**src/design/sar_adc_pkg.sv**
```systemverilog
// Package of constants for the serial converter readout block.
package sar_adc_pkg;
    localparam int RESULT_BITS = 12;
    localparam int LEAD_ZEROS = 4;
    localparam int FRAME_BITS = 16;
    localparam int COUNT_W = 5;
    localparam logic [4:0] COUNT_ZERO = 5'h00;
    localparam logic [4:0] COUNT_ONE = 5'h01;
    localparam logic [4:0] COUNT_LAST = 5'h0F;
    localparam logic [11:0] RESULT_RESET = 12'h000;
    typedef enum logic [1:0] {
        ST_POWER_DOWN,
        ST_TRACK,
        ST_CONVERT
    } conv_state_e;
endpackage : sar_adc_pkg

```
**src/design/edge_sync.sv**
```systemverilog
// Two-flop synchroniser with edge detection for one pin input.
`timescale 1ns/10ps
module edge_sync #(
    parameter logic RESET_LEVEL = 1'b0
) (
    // Clock and reset
    input wire logic clk,
    input wire logic reset_n,
    // Pin side
    input wire logic pin_in,
    // Synchronised side
    output logic level,
    output logic rise,
    output logic fall
);
    logic meta_q;
    logic meta_d;
    logic sync_q;
    logic sync_d;
    logic prev_q;
    logic prev_d;

    always_comb begin
        meta_d = pin_in;
        sync_d = meta_q;
        prev_d = sync_q;
    end

    // The first flop feeds only the second, so metastability never reaches the edge logic.
    always_ff @(posedge clk or negedge reset_n) begin
        if (!reset_n) begin
            meta_q <= RESET_LEVEL;
            sync_q <= RESET_LEVEL;
            prev_q <= RESET_LEVEL;
        end else begin
            meta_q <= meta_d;
            sync_q <= sync_d;
            prev_q <= prev_d;
        end
    end

    assign level = sync_q;
    assign rise = sync_q & ~prev_q;
    assign fall = ~sync_q & prev_q;
endmodule : edge_sync

```
**src/design/sar_adc_serial_readout.sv**
```systemverilog
// Serial strobe and readout logic of a 12-bit differential converter.
`timescale 1ns/10ps
module sar_adc_serial_readout #(
    parameter int RESULT_BITS = sar_adc_pkg::RESULT_BITS,
    parameter int FRAME_BITS = sar_adc_pkg::FRAME_BITS
) (
    // Clock and reset
    input wire logic clk,
    input wire logic reset_n,
    // Host link pins
    input wire logic conv_strobe_n,
    input wire logic serial_clk,
    output logic serial_result_out,
    output logic serial_result_oe,
    // Analog front end stand-in
    input wire logic [RESULT_BITS-1:0] sample_code,
    output logic powered_up,
    output logic tracking
);
    logic strobe_level;
    logic strobe_rise;
    logic strobe_fall;
    logic sclk_fall;

    edge_sync #(.RESET_LEVEL(1'b1)) u_strobe_sync (
        .clk(clk),
        .reset_n(reset_n),
        .pin_in(conv_strobe_n),
        .level(strobe_level),
        .rise(strobe_rise),
        .fall(strobe_fall)
    );

    edge_sync #(.RESET_LEVEL(1'b0)) u_sclk_sync (
        .clk(clk),
        .reset_n(reset_n),
        .pin_in(serial_clk),
        .level(),
        .rise(),
        .fall(sclk_fall)
    );

    sar_adc_pkg::conv_state_e state_q;
    sar_adc_pkg::conv_state_e state_d;
    logic [sar_adc_pkg::COUNT_W-1:0] count_q;
    logic [sar_adc_pkg::COUNT_W-1:0] count_d;
    logic [RESULT_BITS-1:0] held_q;
    logic [RESULT_BITS-1:0] held_d;
    logic [RESULT_BITS-1:0] result_q;
    logic [RESULT_BITS-1:0] result_d;
    logic out_q;
    logic out_d;
    logic oe_q;
    logic oe_d;

    // Frame position decodes shared by the groups of state below.
    typedef logic [sar_adc_pkg::COUNT_W-1:0] count_t;
    localparam count_t FRAME_END = count_t'(FRAME_BITS);
    localparam count_t LEAD_END = count_t'(sar_adc_pkg::LEAD_ZEROS);
    localparam int IDX_W = $clog2(RESULT_BITS);
    typedef logic [IDX_W-1:0] idx_t;

    logic start_conv;
    logic abort_conv;
    logic frame_step;
    logic frame_done;
    logic in_lead;
    idx_t bit_idx;

    assign start_conv = (state_q == sar_adc_pkg::ST_TRACK) & strobe_rise;
    assign abort_conv = (state_q == sar_adc_pkg::ST_CONVERT) & strobe_fall;
    assign frame_step = (state_q == sar_adc_pkg::ST_CONVERT) & ~strobe_fall & sclk_fall;
    assign frame_done = frame_step & (count_q == FRAME_END);
    assign in_lead = (count_q < LEAD_END);
    assign bit_idx = idx_t'(RESULT_BITS - 1 - (int'(count_q) - sar_adc_pkg::LEAD_ZEROS));

    // The result is resolved one bit per serial clock against the frozen sample, MSB first.
    // Comparing in offset binary keeps the trial order monotonic; the sign bit is restored on output.
    logic [RESULT_BITS-1:0] offset_code;
    logic [RESULT_BITS-1:0] decide;
    assign offset_code = {~held_q[RESULT_BITS-1], held_q[RESULT_BITS-2:0]};
    for (genvar b = 0; b < RESULT_BITS; b++) begin : g_trial
        logic [RESULT_BITS-1:0] trial;
        assign trial = result_q | (RESULT_BITS'(1) << b);
        assign decide[b] = (offset_code >= trial);
    end

    // A strobe fall wins over a coincident serial clock fall, since it ends the frame.
    always_comb begin
        state_d = state_q;
        count_d = count_q;
        case (state_q)
            sar_adc_pkg::ST_POWER_DOWN: begin
                if (strobe_fall) begin
                    state_d = sar_adc_pkg::ST_TRACK;
                end
            end
            sar_adc_pkg::ST_TRACK: begin
                if (start_conv) begin
                    state_d = sar_adc_pkg::ST_CONVERT;
                    count_d = sar_adc_pkg::COUNT_ONE;
                end
            end
            sar_adc_pkg::ST_CONVERT: begin
                if (abort_conv) begin
                    state_d = sar_adc_pkg::ST_TRACK;
                    count_d = sar_adc_pkg::COUNT_ZERO;
                end else if (frame_done) begin
                    state_d = sar_adc_pkg::ST_POWER_DOWN;
                    count_d = sar_adc_pkg::COUNT_ZERO;
                end else if (frame_step) begin
                    count_d = count_q + sar_adc_pkg::COUNT_ONE;
                end
            end
            default: begin
                state_d = sar_adc_pkg::ST_POWER_DOWN;
                count_d = sar_adc_pkg::COUNT_ZERO;
            end
        endcase
    end

    always_ff @(posedge clk or negedge reset_n) begin
        if (!reset_n) begin
            state_q <= sar_adc_pkg::ST_POWER_DOWN;
            count_q <= sar_adc_pkg::COUNT_ZERO;
        end else begin
            state_q <= state_d;
            count_q <= count_d;
        end
    end

    // The sample is frozen at the strobe rise, so input movement during a frame cannot reach the code.
    always_comb begin
        held_d = held_q;
        result_d = result_q;
        if (start_conv) begin
            held_d = sample_code;
            result_d = sar_adc_pkg::RESULT_RESET;
        end else if (frame_step && !frame_done && !in_lead) begin
            result_d[bit_idx] = decide[bit_idx];
        end
    end

    always_ff @(posedge clk or negedge reset_n) begin
        if (!reset_n) begin
            held_q <= sar_adc_pkg::RESULT_RESET;
            result_q <= sar_adc_pkg::RESULT_RESET;
        end else begin
            held_q <= held_d;
            result_q <= result_d;
        end
    end

    // The pin is driven low whenever the output is released, so a stale one never lingers behind the enable.
    always_comb begin
        out_d = out_q;
        oe_d = oe_q;
        if (start_conv) begin
            out_d = 1'b0;
            oe_d = 1'b1;
        end else if (abort_conv || frame_done) begin
            out_d = 1'b0;
            oe_d = 1'b0;
        end else if (frame_step) begin
            if (in_lead) begin
                out_d = 1'b0;
            end else if (bit_idx == idx_t'(RESULT_BITS - 1)) begin
                out_d = ~decide[bit_idx];
            end else begin
                out_d = decide[bit_idx];
            end
        end
    end

    always_ff @(posedge clk or negedge reset_n) begin
        if (!reset_n) begin
            out_q <= 1'b0;
            oe_q <= 1'b0;
        end else begin
            out_q <= out_d;
            oe_q <= oe_d;
        end
    end

    // Status pins are registered from the next state so they move on the same edge as the machine.
    logic powered_q;
    logic powered_d;
    logic tracking_q;
    logic tracking_d;

    always_comb begin
        powered_d = (state_d != sar_adc_pkg::ST_POWER_DOWN);
        tracking_d = (state_d == sar_adc_pkg::ST_TRACK) & ~strobe_level;
    end

    always_ff @(posedge clk or negedge reset_n) begin
        if (!reset_n) begin
            powered_q <= 1'b0;
            tracking_q <= 1'b0;
        end else begin
            powered_q <= powered_d;
            tracking_q <= tracking_d;
        end
    end

    // Every pin below comes straight from a flip-flop.
    assign serial_result_out = out_q;
    assign serial_result_oe = oe_q;
    assign powered_up = powered_q;
    assign tracking = tracking_q;
endmodule : sar_adc_serial_readout

```
**config.mk**
```make
export PLATFORM = sky130hd
export DESIGN_NAME = sar_adc_serial_readout
export DESIGN_NICKNAME = d
export VERILOG_FILES = /design/src/design/sar_adc_pkg.sv /design/src/design/edge_sync.sv /design/src/design/sar_adc_serial_readout.sv
export SDC_FILE = /design/constraint.sdc
export NUM_CORES = 1
export LEC_CHECK = 0
export BUFFER_PORTS_ARGS = -buffer_cell sky130_fd_sc_hd__buf_2
export CAP_MARGIN = 30
export CORE_MARGIN = 3
export CORE_UTILIZATION = 30
export CTS_BUF_LIST = sky130_fd_sc_hd__clkbuf_2 sky130_fd_sc_hd__clkbuf_4 sky130_fd_sc_hd__clkbuf_8
export CTS_CLUSTER_SIZE = 40
export DETAILED_ROUTE_END_ITERATION = 10
export RECOVER_POWER = 100
export SETUP_SLACK_MARGIN = 0.3
export SLEW_MARGIN = 10
export SYNTH_ARGS = -nofsm -noshare
export SYNTH_HDL_FRONTEND = slang
export SYNTH_SLANG_ARGS = --single-unit
export TNS_END_PERCENT = 5
```
**constraint.sdc**
```tcl
create_clock -name clk -period 3.08 [get_ports clk]
set_clock_uncertainty 0.2 [all_clocks]
set_input_delay 0 -clock clk [delete_from_list [all_inputs] [get_ports clk]]
set_output_delay 0 -clock clk [all_outputs]
set_load 0.05 [all_outputs]
```
==> results of run 1 <==
[critical path: stages, from the launching register on]
cell       delay (ns)
dfrtp_1          0.40
ha_1             0.32
nand2b_4         0.15
o2bb2ai_1        0.13
a2111oi_2        0.36
nor4_2           0.09
a21oi_1          0.23
a21oi_1          0.07
ha_1             0.29
o311a_1          0.12
a21oi_1          0.11
nor3_1           0.06
[layout make-up]
type,count,area (µm²),share of cell area
Multi-Input combinational cell,223,1460,0.468
Sequential cell,41,1030,0.329
Timing Repair Buffer,45,337,0.108
Tap cell,105,131,0.0420
Inverter,22,82.6,0.0264
Clock buffer,5,68.8,0.0220
Clock inverter,3,17.5,0.00560
[worst max path at each step]
stage | to | cells after the start
6_report | serial_result_out$_DFFE_PN0P_ | 11
3_3_place_gp | serial_result_out$_DFFE_PN0P_ | 12
3_5_place_dp | serial_result_out$_DFFE_PN0P_ | 12
4_1_cts | serial_result_out$_DFFE_PN0P_ | 11
5_1_grt | serial_result_out$_DFFE_PN0P_ | 12
2_1_floorplan | serial_result_out$_DFFE_PN0P_ | 11
[state kept, by name (all words and copies together), names as in the netlist]
signal / flops
u_strobe_sync.prev_q: 1
serial_result_oe: 1
tracking: 1
serial_result_out: 1
powered_up: 1
u_sclk_sync.prev_q: 1
u_sclk_sync.meta_q: 1
count_q: 5
u_strobe_sync.level: 1
u_sclk_sync.level: 1
state_q: 2
result_q: 12
u_strobe_sync.meta_q: 1
held_q: 12
[timing repair]
action | in CTS | in global routing
resized for setup | 1 | 13
endpoints found under the hold margin | 52 | 5
hold buffers | 15 | 1
buffers inserted | 1 | 3
setup endpoints to repair | 1 | 2
pin swaps | 1 | 10
[layout by cell type, fill, tap and decap left out, drive strengths merged, types with 3 or more instances in the layout]
cell	count
nand2b	5
a21oi	19
dlygate4sd3	16
nand2	58
o31ai	11
o21ai	21
buf	22
ha	21
dfstp	3
dfrtp	38
inv	22
nor2b	5
a211oi	4
nand4	4
nor2	14
nand3	15
nor3b	3
nor3	3
or2	3
a31oi	5
clkbuf	12
and3	5
a21o	4
[metrics by stage]
stage / hold slack [ns] / setup slack, ns / cells / area (µm²) / util
floorplan: -0.496 / 0.477 / 296 / 2560 / -
global route: 0.128 / 0.162 / 444 / 3130 / 0.379
global placement: -0.0937 / 0.359 / 415 / 2780 / 0.336
CTS: 0.125 / 0.313 / 439 / 3020 / 0.366
finish: 0.132 / 0.381 / 444 / 3130 / 0.379
detailed placement: -0.0931 / 0.240 / 415 / 2780 / 0.336
[routing by layer]
| layer | GRT usage | vias to the layer above |
|---|---|---|
| li1 | - | 1127 |
| met1 | 0.177 | 1053 |
| met2 | 0.201 | 46 |
| met3 | 0.0297 | 11 |
| met4 | 0.0536 | 0 |
| met5 | 0 | - |
[power groups by stage]
stage                     Combinational (mW)  Sequential (mW)  Clock (mW)
after floorplan                        0.738            0.797           0
after detailed placement                1.02            0.761           0
after global placement                  1.01            0.759           0
final                                   1.13            0.768       0.359
after CTS                               1.04            0.752       0.368
after global routing                    1.27            0.785       0.395
[kinds of logic (layout without fill, tap and decap cells)]
| kind of cell | after synthesis | after routing | synth area share |
|---|---|---|---|
| AO/OA/AOI/OAI | 80 | 80 | 0.210 |
| flip-flops | 41 | 41 | 0.401 |
| multiplexers | 2 | 2 | 0.00781 |
| AND/OR/NAND/NOR | 120 | 120 | 0.225 |
| buffers and inverters | 32 | 75 | 0.0532 |
| adder cells (fa/ha/maj) | 21 | 21 | 0.102 |
==> reports/metrics.cfg, run 1 <==
[clock_tree]
cts_tree=done
cts_root_buf=clkbuf_8
h-tree-depth=2
cts.sinks=41
cts_max_path_buffers=2
cts.clk_slew.worst_paths_ns=0.09
tritoncts.num_buffers=5
insertion_delay_ns=0.30

[pwr]
total_power_mw=2.26
clkPwrFrac=0.159
switchingPower_mw=0.972
power.leakage_nw=1.34
pwr-share-comb=0.501
p_seq_frac=0.340
p_int_mw=1.29
p_sw_frac=0.431
ir_drop_v=0.000338
power_per_cell_area_nw_per_um2=721

[sta]
period_share=0.876
worst_pin_slew_ns=1.31
max_freq_ghz=0.370
setup_viol=0
max_slew_margin=0.129
tns_ns=0
hold_viol=0
period_minus_slack_ns=2.70
maxSlewViolCount=0
rsz0062_at_grt=false

[floorplan]
ioPinCount=20
std_cell_rows=33
start_util=0.311
core_region_area_um2=8260
die-area_um2=9700
fp.dieH_um=98.5
die_w_um=98.5

[logic_synthesis]
yosysMostFrequentCell=nand2_1
synth.top_cell.area_share=0.371
synth_fp_nets=333
synth.avg_cell_area_um2=8.67
syn_area_um2=2560
synthArstFlopShare=1.00
ys.flop_type=dfrtp_1
yosys_warnings=0
synth_cell_types=51
synthCells=296
synth_top_area_cell=dfrtp_1
ys_top_cells_by_count=58 x nand2_1, 38 x dfrtp_1, 21 x ha_1, 21 x inv_1, 19 x o21ai_0
synth_seq_cells=41
synth_edf_count=0
synth_area_leaders=dfrtp_1 37%, ha_1 10%, nand2_1 8.5%, o21ai_0 3.7%, a21oi_1 3.3%
ys_seq_area_frac=0.401

[critical_path]
worst_setup_path_start_kind=register
r2r_end=serial_result_out$_DFFE_PN0P_
critPathLaunch=result_q[0]$_DFFE_PN0P_
worstReg2RegStart=result_q[0]$_DFFE_PN0P_
critical_path_arrival_ns=2.63
critPathKind=register to register
worstPathMaxFanout=2
worstPathRequired_ns=3.01
reg2reg_slack_ns=0.38
reg2regPathDepth=11
crit_path_end_kind=register

[place]
place_congestion=0.899
dpl.hpwl_um=4250
numPortBuffers=19

[grt]
grt_overflow_total=0
grt_usage=0.130
grt_pass1_wl_um=10400
grt_max_degree=42
antenna_found_initial=0
grt_pass1_vias=2166

[routing]
postRouteAntennaNets=0
wl_met2_um=2840
m1WireLength_um=3020
drt-pass1-iter-count=4
vias=2237
topRoutingLayerUsed=met4
wire_per_inst_um=14.0
wl_met3_um=249
drt_iter0_markers=82
drc=0
wirelength_um=6210
via_per_inst=5.04

[hold_path]
min_to=u_sclk_sync.meta_q$_DFF_PN0_
hold_path_depth=2
hp-start=serial_clk
hp-class=input pin to register

[layout]
antenna-diode-count=0
drive_gt1_frac=0.145
area_delta_synth_final_pct=22.0
fillers=873
nNetsFinal=375

[flow_run]
max-cap-violations=0

[outcome]
status=finished clean

(Power assumes the default switching activity.)
==> run 2: changes to the inputs <==
--- a/config.mk
+++ b/config.mk
@@ -7,7 +7,6 @@
 export LEC_CHECK = 0
 export BUFFER_PORTS_ARGS = -buffer_cell sky130_fd_sc_hd__buf_2
 export CAP_MARGIN = 30
-export CORE_MARGIN = 3
 export CORE_UTILIZATION = 30
 export CTS_BUF_LIST = sky130_fd_sc_hd__clkbuf_2 sky130_fd_sc_hd__clkbuf_4 sky130_fd_sc_hd__clkbuf_8
 export CTS_CLUSTER_SIZE = 40
==> run 2 against run 1 <==
Effect of this change: clock-buffer cell count unchanged; sequential share of layout area increased by 0.64 points; flip-flop and latch count unchanged; final cell count decreased by 0.23%; wire length increased by 0.24%; via count decreased by 0.63%; non-clock buffer count decreased by 1; critical path depth increased by 1; highest routed layer unchanged.
==> reports/metrics.cfg, run 2 (synthesized netlist as in run 1, its figures left out) <==
[outcome]
status=finished clean

[place]
place_congestion=0.840
numPortBuffers=19
placedInstanceArea_um2=2780
dpl.hpwl_um=4200

[routing]
wirelength_um=6230
drt_iter0_markers=207
drc=0
wire_per_inst_um=14.1
via_per_inst=5.02
drt-pass1-iter-count=4
postRouteAntennaNets=0
vias=2223

[hold_path]
hp-start=serial_clk
hold_path_depth=2
hp-class=input pin to register

[grt]
grt_overflow_total=0
antenna_found_initial=0
grt_max_degree=42
grt_usage=0.149
grt_pass1_wl_um=10400
grt_pass1_vias=2176

[pwr]
p_int_mw=1.26
p_seq_frac=0.344
power_per_cell_area_nw_per_um2=722
switchingPower_mw=0.960
ir_drop_v=0.000319
pwr-share-comb=0.493
clkPwrFrac=0.164
power.leakage_nw=1.32
p_sw_frac=0.433

[layout]
area_delta_synth_final_pct=19.7
seq_area_um2=1030
fillers=888
final_cell_mix=58 x nand2_1, 38 x dfrtp_1, 21 x inv_1
nNetsFinal=374
fin_area_um2=3070
antenna-diode-count=0
multiInputGateArea_um2=1430
final_common_cell=nand2_1
top_regs=held_q x12, result_q x12, count_q x5
drive_gt1_frac=0.130

[critical_path]
critPathKind=register to register
critPathMostFrequentCell=a21oi_1
critical_path_arrival_ns=2.68
worst_setup_path_start_kind=register
slowest_delay_ns=0.39
cp_cell_sequence=inv_1 -> ha_1 -> nand2b_1 -> o2bb2ai_1 -> a2111oi_2 -> nor4_2 -> a21oi_1 -> a21oi_1 -> ha_1 -> o311a_1 -> a21oi_1 -> nor3_1
reg2regPathDepth=12
critPathLaunch=held_q[0]$_DFFE_PN0P_
worstPathMaxFanout=4
worstReg2RegStart=held_q[0]$_DFFE_PN0P_
slowest_stage=dfrtp_1
worstPathRequired_ns=3.02
crit_path_end_kind=register

[clock_tree]
h-tree-depth=2
cts_tree=done
cts_max_path_buffers=2
cts.sinks=41
tritoncts.num_buffers=5
cts_root_buf=clkbuf_8
cts.clk_slew.worst_paths_ns=0.09
insertion_delay_ns=0.30

[floorplan]
core_region_area_um2=8260
std_cell_rows=33
die-area_um2=8920
start_util=0.311
ioPinCount=20
die_w_um=94.5
fp.dieH_um=94.5

[sta]
tns_ns=0
maxSlewViolCount=0
max_freq_ghz=0.364
worst_pin_slew_ns=1.26
rsz0062_at_grt=false
period_share=0.891
period_minus_slack_ns=2.74
whs_ns=0.135
max_slew_margin=0.158
setup_viol=0
hold_viol=0

[flow_run]
max-cap-violations=0

run 2: per-layer routing:
metal | up-vias | part of all wire | GRT usage
li1 | 1127 | - | -
met4 | 0 | 0.0096 | 0.0265
met3 | 6 | 0.042 | 0.0266
met2 | 46 | 0.45 | 0.246
met5 | - | 0 | 0
met1 | 1044 | 0.50 | 0.206
run 2: final timing paths:
path / endpoint / slack (ns)
setup / recovery: serial_result_out$_DFFE_PN0P_ / 0.34
hold / removal: u_sclk_sync.meta_q$_DFF_PN0_ / 0.14
setup reg to reg: serial_result_out$_DFFE_PN0P_ / 0.34
min in group asynchronous: powered_up$_DFF_PN0_ / 0.44
hold reg to reg: u_sclk_sync.level$_DFF_PN0_ / 0.16
max in group asynchronous: held_q[4]$_DFFE_PN0P_ / 1.03
run 2: what timing repair did:
action / CTS / global route
buffers inserted: 0 / 3
hold buffers: 15 / 1
pin swaps: 0 / 9
hold endpoints to repair: 52 / 4
gates resized for setup: 1 / 10
setup endpoints to repair: 1 / 2
run 2: power by group through the flow:
stage / Clock (mW) / Combinational [mW] / Sequential [mW]
after floorplan: 0 / 0.738 / 0.797
after global placement: 0 / 1.01 / 0.759
after detailed placement: 0 / 1.02 / 0.760
after CTS: 0.372 / 1.04 / 0.752
after global routing: 0.391 / 1.22 / 0.779
final: 0.363 / 1.09 / 0.762
run 2: layout make-up:
class	instances	area share
Multi-Input combinational cell	223	0.467
Clock buffer	5	0.0224
Clock inverter	3	0.00570
Tap cell	105	0.0428
Sequential cell	41	0.335
Timing Repair Buffer	44	0.0998
Inverter	22	0.0269
run 2: metrics by stage:
step	power [mW]	utilization	instances	worst slack, ns
4_1_cts	2.16	0.365	438	0.314
2_1_floorplan	1.53	-	296	0.477
5_1_grt	2.39	0.372	443	0.163
6_report	2.22	0.372	443	0.336
3_5_place_dp	1.78	0.336	415	0.308
3_3_place_gp	1.77	0.336	415	0.364
run 2: critical path, delay by kind of cell, from the launching register on:
family	cells	cell delay (ns)
AOI/OAI and AO/OA	6	1.07
adders and majority gates	2	0.52
buffers and inverters	1	0.08
DFF	1	0.39
and+or+nand+nor	3	0.32
